## config.mk

```make
export PLATFORM = sky130hd
export DESIGN_NAME = art_timer
export DESIGN_NICKNAME = d
export VERILOG_FILES = /design/src/art_pkg.sv /design/src/art_timer.sv
export SDC_FILE = /design/constraint.sdc
export NUM_CORES = 1
export LEC_CHECK = 0
export ABC_AREA = 1
export BUFFER_PORTS_ARGS = -buffer_cell sky130_fd_sc_hd__buf_4
export CAP_MARGIN = 20
export CORE_UTILIZATION = 45
export DETAILED_ROUTE_END_ITERATION = 12
export SLEW_MARGIN = 10
export SYNTH_ARGS = -nofsm -noshare
export SYNTH_HDL_FRONTEND = slang
export SYNTH_SLANG_ARGS = --single-unit
```

## constraint.sdc

```tcl
create_clock -name clk -period 3.3 [get_ports clk]
set_clock_uncertainty 0.2 [all_clocks]
set_input_delay 0.165 -clock clk [delete_from_list [all_inputs] [get_ports clk]]
set_output_delay 0.165 -clock clk [all_outputs]
set_load 0.05 [all_outputs]
```

## src/art_pkg.sv

```systemverilog
/*
 package for the auto-reload timer with split and capture modes.
 assumes a byte-wide special-function register port driven by the processor core.
*/
package art_pkg;
	// register addresses on the special-function register port
	localparam logic [7:0] ADDR_TIMER_CONTROL = 8'h91;
	localparam logic [7:0] ADDR_RELOAD_LOW    = 8'hca;
	localparam logic [7:0] ADDR_RELOAD_HIGH   = 8'hcb;
	localparam logic [7:0] ADDR_COUNT_LOW     = 8'hcc;
	localparam logic [7:0] ADDR_COUNT_HIGH    = 8'hcd;
	// control bit positions
	localparam int BIT_HIGH_FLAG   = 7;
	localparam int BIT_LOW_FLAG    = 6;
	localparam int BIT_LOW_IRQ_EN  = 5;
	localparam int BIT_CAPTURE_EN  = 4;
	localparam int BIT_SPLIT       = 3;
	localparam int BIT_RUN         = 2;
	localparam int BIT_RESERVED    = 1;
	localparam int BIT_CLOCK_SEL   = 0;
	// reset values and constants
	localparam logic [7:0] RESET_BYTE   = 8'h00;
	localparam logic [7:0] BYTE_MAX     = 8'hff;
	localparam logic [7:0] CONTROL_WMASK = 8'hfd;
	// prescale ratios
	localparam logic [3:0] SYS_DIV      = 4'hc;
	localparam logic [3:0] EXT_DIV      = 4'h8;
	localparam logic [3:0] ONE4         = 4'h1;
	localparam logic [3:0] ZERO4        = 4'h0;
	// external clock edge detector states
	typedef enum logic [1:0] {
		ART_EXT_LOW  = 2'b00,
		ART_EXT_HIGH = 2'b01
	} art_ext_t;
endpackage

```

## src/art_timer.sv

```systemverilog
/*
 auto-reload timer: one 16-bit or two 8-bit timers, with capture on the
 falling edge of the low-frequency oscillator output.
 assumes all inputs except arst_n are synchronous to clk, a byte-wide register port with
 single-cycle write and read strobes, and an external processor interrupt enable.
*/
`timescale 1ns/1ps

// Function
// reload low supplies the low byte value on reload in auto-reload modes.
// in capture mode reload low receives the captured count low byte.
// reload high supplies the high byte value on reload in auto-reload modes.
// in capture mode reload high receives the captured count high byte.
// count low holds the low byte or whole low timer; software reads, writes.
// count high holds the high byte or whole high timer; software reads, writes.
// high overflow flag, bit 7, sets when high byte wraps from ff to 00.
// high overflow flag raises the timer interrupt when the interrupt is enabled.
// hardware never clears the overflow flags; software clears by writing zero.
// low overflow flag, bit 6, sets on every low byte wrap in both modes.
// low overflow raises an interrupt when bit 5 and interrupt enable set.
// capture enable, bit 4: oscillator falling edge copies count, raises interrupt.
// split bit 3 selects one 16-bit timer or two 8-bit timers.
// run bit 2 enables counting; in split mode only the high byte.
// reserved bit 1 reads zero; software must write zero.
// clock select bit 0: system clock over 12, or external over 8.
// an overflowing byte or word reloads from its reload register on that tick; in capture mode the code wraps it to zero instead.
// every register clears to zero on reset: stopped, 16-bit, no capture.
module art_timer
(
	input  wire logic       clk,
	input  wire logic       arst_n,
	input  wire logic [7:0] reg_addr,
	input  wire logic [7:0] reg_wdata,
	input  wire logic       reg_write,
	input  wire logic       reg_read,
	output logic      [7:0] reg_rdata,
	input  wire logic       ext_clock,
	input  wire logic       lfo_out,
	input  wire logic       timer_irq_enable,
	output logic            timer_irq
);
	import art_pkg::*;

	logic       rst_meta;
	logic       rst_n;
	logic [7:0] timer_control;
	logic [7:0] reload_low;
	logic [7:0] reload_high;
	logic [7:0] count_low;
	logic [7:0] count_high;
	logic [3:0] prescale;
	art_ext_t   ext_state;
	logic       ext_edge;
	logic       lfo_last;
	logic       tick;
	logic       fall;
	logic       split_mode_select;
	logic       run_control;
	logic       capture_enable;
	logic       low_overflow_irq_enable;
	logic       count_clock_select;
	logic       low_wrap;
	logic       high_wrap;
	logic       high_step;
	logic       wr_ctl;
	logic       wr_rll;
	logic       wr_rlh;
	logic       wr_cl;
	logic       wr_ch;
	logic [7:0] next_count_low;
	logic [7:0] next_count_high;

	// address compare used for every register strobe
	function automatic logic hit(input logic [7:0] a, input logic [7:0] ref_addr);
		return a == ref_addr;
	endfunction

	// reset release through two flip-flops
	always_ff @(posedge clk or negedge arst_n) begin
		if (!arst_n) begin
			rst_meta <= 1'b0;
			rst_n    <= 1'b0;
		end else begin
			rst_meta <= 1'b1;
			rst_n    <= rst_meta;
		end
	end

	// field views and write strobes
	assign split_mode_select       = timer_control[BIT_SPLIT];
	assign run_control             = timer_control[BIT_RUN];
	assign capture_enable          = timer_control[BIT_CAPTURE_EN];
	assign low_overflow_irq_enable = timer_control[BIT_LOW_IRQ_EN];
	assign count_clock_select      = timer_control[BIT_CLOCK_SEL];
	assign wr_ctl = reg_write && hit(reg_addr, ADDR_TIMER_CONTROL);
	assign wr_rll = reg_write && hit(reg_addr, ADDR_RELOAD_LOW);
	assign wr_rlh = reg_write && hit(reg_addr, ADDR_RELOAD_HIGH);
	assign wr_cl  = reg_write && hit(reg_addr, ADDR_COUNT_LOW);
	assign wr_ch  = reg_write && hit(reg_addr, ADDR_COUNT_HIGH);

	// rising edge detector on the external clock input
	always_ff @(posedge clk or negedge rst_n) begin
		if (!rst_n) begin
			ext_state <= ART_EXT_LOW;
		end else begin
			case (ext_state)
				ART_EXT_LOW:  ext_state <= ext_clock ? ART_EXT_HIGH : ART_EXT_LOW;
				ART_EXT_HIGH: ext_state <= ext_clock ? ART_EXT_HIGH : ART_EXT_LOW;
				default:      ext_state <= ART_EXT_LOW;
			endcase
		end
	end
	assign ext_edge = (ext_state == ART_EXT_LOW) && ext_clock;

	// prescaler: counts system clocks or external edges
	always_ff @(posedge clk or negedge rst_n) begin
		if (!rst_n) begin
			prescale <= ZERO4;
		end else if (!count_clock_select) begin
			prescale <= (prescale >= SYS_DIV - ONE4) ? ZERO4 : prescale + ONE4;
		end else if (ext_edge) begin
			prescale <= (prescale >= EXT_DIV - ONE4) ? ZERO4 : prescale + ONE4;
		end
	end
	assign tick = count_clock_select ? (ext_edge && prescale >= EXT_DIV - ONE4)
	                                 : (prescale >= SYS_DIV - ONE4);

	// falling edge of the low-frequency oscillator output
	always_ff @(posedge clk or negedge rst_n) begin
		if (!rst_n) begin
			lfo_last <= 1'b0;
		end else begin
			lfo_last <= lfo_out;
		end
	end
	assign fall = lfo_last && !lfo_out;

	// overflow and stepping decisions
	always_comb begin
		low_wrap  = 1'b0;
		high_wrap = 1'b0;
		high_step = 1'b0;
		if (split_mode_select) begin
			low_wrap  = tick && count_low == BYTE_MAX;
			high_step = tick && run_control;
			high_wrap = high_step && count_high == BYTE_MAX;
		end else begin
			low_wrap  = tick && run_control && count_low == BYTE_MAX;
			high_step = low_wrap;
			high_wrap = low_wrap && count_high == BYTE_MAX;
		end
	end

	// next count values, reload on overflow, or zero on overflow in capture mode
	always_comb begin
		next_count_low  = count_low;
		next_count_high = count_high;
		if (low_wrap && !capture_enable) begin
			next_count_low = reload_low;
		end else if (low_wrap) begin
			next_count_low = RESET_BYTE;
		end else if (tick && (split_mode_select || run_control)) begin
			next_count_low = count_low + 8'h01;
		end
		if (high_wrap && !capture_enable) begin
			next_count_high = reload_high;
		end else if (high_wrap) begin
			next_count_high = RESET_BYTE;
		end else if (high_step) begin
			next_count_high = count_high + 8'h01;
		end
	end

	// counter registers, software write has priority
	always_ff @(posedge clk or negedge rst_n) begin
		if (!rst_n) begin
			count_low  <= RESET_BYTE;
			count_high <= RESET_BYTE;
		end else begin
			count_low  <= wr_cl ? reg_wdata : next_count_low;
			count_high <= wr_ch ? reg_wdata : next_count_high;
		end
	end

	// reload registers, loaded by software or by capture
	always_ff @(posedge clk or negedge rst_n) begin
		if (!rst_n) begin
			reload_low  <= RESET_BYTE;
			reload_high <= RESET_BYTE;
		end else if (capture_enable && fall) begin
			reload_low  <= count_low;
			reload_high <= count_high;
		end else begin
			if (wr_rll) begin
				reload_low <= reg_wdata;
			end
			if (wr_rlh) begin
				reload_high <= reg_wdata;
			end
		end
	end

	// control register; hardware sets flags, set wins over a software clear
	always_ff @(posedge clk or negedge rst_n) begin
		if (!rst_n) begin
			timer_control <= RESET_BYTE;
		end else begin
			if (wr_ctl) begin
				timer_control <= reg_wdata & CONTROL_WMASK;
			end
			if (high_wrap) begin
				timer_control[BIT_HIGH_FLAG] <= 1'b1;
			end
			if (low_wrap) begin
				timer_control[BIT_LOW_FLAG] <= 1'b1;
			end
		end
	end

	// interrupt request: flags, low enable and capture events
	always_ff @(posedge clk or negedge rst_n) begin
		if (!rst_n) begin
			timer_irq <= 1'b0;
		end else begin
			timer_irq <= timer_irq_enable && (timer_control[BIT_HIGH_FLAG]
			             || (low_overflow_irq_enable && timer_control[BIT_LOW_FLAG])
			             || (capture_enable && fall));
		end
	end

	// read data registered one cycle after the read strobe
	always_ff @(posedge clk or negedge rst_n) begin
		if (!rst_n) begin
			reg_rdata <= RESET_BYTE;
		end else if (reg_read) begin
			case (reg_addr)
				ADDR_TIMER_CONTROL: reg_rdata <= timer_control;
				ADDR_RELOAD_LOW:    reg_rdata <= reload_low;
				ADDR_RELOAD_HIGH:   reg_rdata <= reload_high;
				ADDR_COUNT_LOW:     reg_rdata <= count_low;
				ADDR_COUNT_HIGH:    reg_rdata <= count_high;
				default:            reg_rdata <= RESET_BYTE;
			endcase
		end
	end
endmodule

```

==> impl_metrics.json <==
{
  "status": "completed",
  "ys_seq_area_frac": 0.396,
  "setup_slack_ns": 1.12,
  "maxCapViolCount": 0,
  "vdd_drop_max_uv": 199,
  "portBuffers": 31,
  "nNetsFinal": 530,
  "async_flop_share": 1.00,
  "powerDensity_nw_per_um2": 425,
  "cp_max_fo": 17,
  "final_cell_mix": "109 x nand2_1, 55 x inv_1, 55 x dfrtp_1, 50 x nor2_1, 35 x o21ai_0",
  "syn2layout_area_growth_pct": 13.7,
  "overflow": 0,
  "tns_ns": 0,
  "setup.worst_path.end_class": "register",
  "leakagePower_nw": 1.93,
  "gp_congestion": 0.890,
  "cts_buffers": 5,
  "max_freq_mhz": 459,
  "root_buffer": "clkbuf_8",
  "synthFlopType": "dfrtp_1",
  "grt_setup_unrepaired": "no",
  "clk_latency_ns": 0.31,
  "viasPerCell": 5.42,
  "rows": 31,
  "wl_um": 9700,
  "place_area_um2": 3820,
  "grt_usage": 0.257,
  "stdcell_area_um2": 4030,
  "hold_buffers": 11,
  "period_share": 0.660,
  "critPathArrivalTime_ns": 2.19,
  "relSlewSlack": 0.579,
  "start_kind": "register",
  "worst_pin_slew_ns": 0.632,
  "antenna_found_initial": 0,
  "grt_pass1_wl_um": 16700,
  "path_clk_slew_ns": 0.10,
  "syn-num-nets": 490,
  "drt-pass1-iter-count": 5,
  "n_antenna_cell": 0,
  "cts_tree": "built",
  "die_y_um": 90.7,
  "post_cts_resized": 0,
  "final_hold_viol_count": 0,
  "synth_edf_count": 0,
  "drive_above_1_share": 0.178,
  "start_util": 0.478,
  "synth_cell_types": 47,
  "timing.hold.ws_ns": 0.00505,
  "drc": 0,
  "dpl.hpwl_um": 7430,
  "dieArea_um2": 8220,
  "boundaryPins": 32,
  "synth-seq-cells": 56,
  "dieWidth_um": 90.7,
  "cts.sinks": 56,
  "routedWlPerCell_um": 16.1,
  "setup_viol": 0,
  "pre_cts_slack_ns": 1.17,
  "finalCriticalPeriod_ns": 2.18,
  "post_cts_buffers": 0,
  "syn_area_per_cell_um2": 7.63,
  "ant_nets": 0,
  "ys_warn_count": 0,
  "hp-class": "in -> reg",
  "crit_type": "reg -> reg",
  "cp_data_required_time_ns": 3.32,
  "ctsLongestPathBuffers": 2,
  "final_common_cell": "nand2_1",
  "syn_area_um2": 3540,
  "grt_max_degree": 29,
  "synth_cells": 464,
  "vias": 3272,
  "drt_iter0_markers": 261,
  "fin_total_pwr_mw": 1.71,
  "h-tree-depth": 2,
  "coreArea_um2": 7410,
  "first_global_vias": 3349,
  "slew_violations": 0
}
## metal layers
layer,share of wire,wire (um),vias up,global-route usage
li1,-,-,1584,-
met1,0.46,4470,1526,0.350
met2,0.46,4420,139,0.408
met3,0.053,514,23,0.0362
met4,0.030,295,0,0.106
met5,0,0,-,0
## critical path, cell delays in order (launching register included)
cell and delay [ns]:
dfrtp_1 0.53, nand2_1 0.14, nor2_4 0.34, inv_1 0.33
o21ai_4 0.26, o21ai_0 0.15, o21ai_0 0.12
## power by group
group	internal (mW)	switching, mW	leakage, nW
Combinational	0.161	0.254	1.17
Clock	0.171	0.226	0.0445
Sequential	0.793	0.106	0.710
## through the flow
stage          utilization  instances
2_1_floorplan            -        464
3_3_place_gp         0.516        585
3_5_place_dp         0.516        585
4_1_cts              0.543        604
5_1_grt              0.543        604
6_report             0.543        604
## cells in the mapped netlist (4+ instances only)
cell / number / area share
nand2_4: 5 / 0.016
nand3_1: 26 / 0.037
inv_1: 55 / 0.058
nand2_2: 6 / 0.011
buf_4: 4 / 0.0085
o21ai_0: 35 / 0.049
dfrtp_1: 56 / 0.40
nor3_1: 4 / 0.0057
o21ai_1: 10 / 0.014
o211ai_1: 4 / 0.0085
buf_6: 4 / 0.013
a21oi_1: 16 / 0.023
a22oi_1: 8 / 0.017
o22ai_1: 8 / 0.014
nand4_1: 8 / 0.014
inv_2: 9 / 0.0095
nor2_4: 5 / 0.016
xor2_1: 4 / 0.0099
nand2_1: 109 / 0.12
nor2_1: 50 / 0.053
## state kept, by name, indices dropped and copies added, names as in the netlist
| register | count |
|---|---|
| count_high | 8 |
| count_low | 8 |
| reg_rdata | 8 |
| reload_high | 8 |
| reload_low | 8 |
| timer_control | 7 |
| prescale | 4 |
| ext_state | 1 |
| lfo_last | 1 |
| rst_meta | 1 |
| rst_n | 1 |
| timer_irq | 1 |
## cells by family (layout without fill, tap and decap cells)
| group | Yosys count | count (layout) | share of synthesized area |
|---|---|---|---|
| AOI/OAI and AO/OA | 92 | 92 | 0.153 |
| xor gates and xnor gates | 5 | 5 | 0.0124 |
| adders and majority gates | 3 | 3 | 0.0106 |
| buffers and inverters | 77 | 118 | 0.0972 |
| DFF | 56 | 56 | 0.396 |
| other | 1 | 1 | 0.00106 |
| and+or+nand+nor | 230 | 230 | 0.329 |
## worst paths after layout
path / start / end / slack (ns) / depth (start not counted)
setup / recovery: timer_control[4] / reload_high[1] / 1.12 / 6
hold / removal: reg_read / reg_rdata[2] / 0.005 / 3
setup reg to reg: timer_control[4] / reload_high[1] / 1.12 / 6
hold reg to reg: rst_n / count_low[3] / 0.10 / 0
max in group asynchronous: rst_n / reload_high[6] / 1.98 / 1
min in group asynchronous: rst_n / count_low[3] / 0.10 / 0
## cell type report
cell class | instances | area (um2)
clock inverter | 1 | 7.51
inverter | 67 | 260
clock buffer | 7 | 86.3
fill | 738 | 3380
multi-input combinational | 331 | 1790
tap | 99 | 124
sequential | 56 | 1400
timing repair buffer | 43 | 350
No activity file was read; power rests on OpenSTA's default activity.
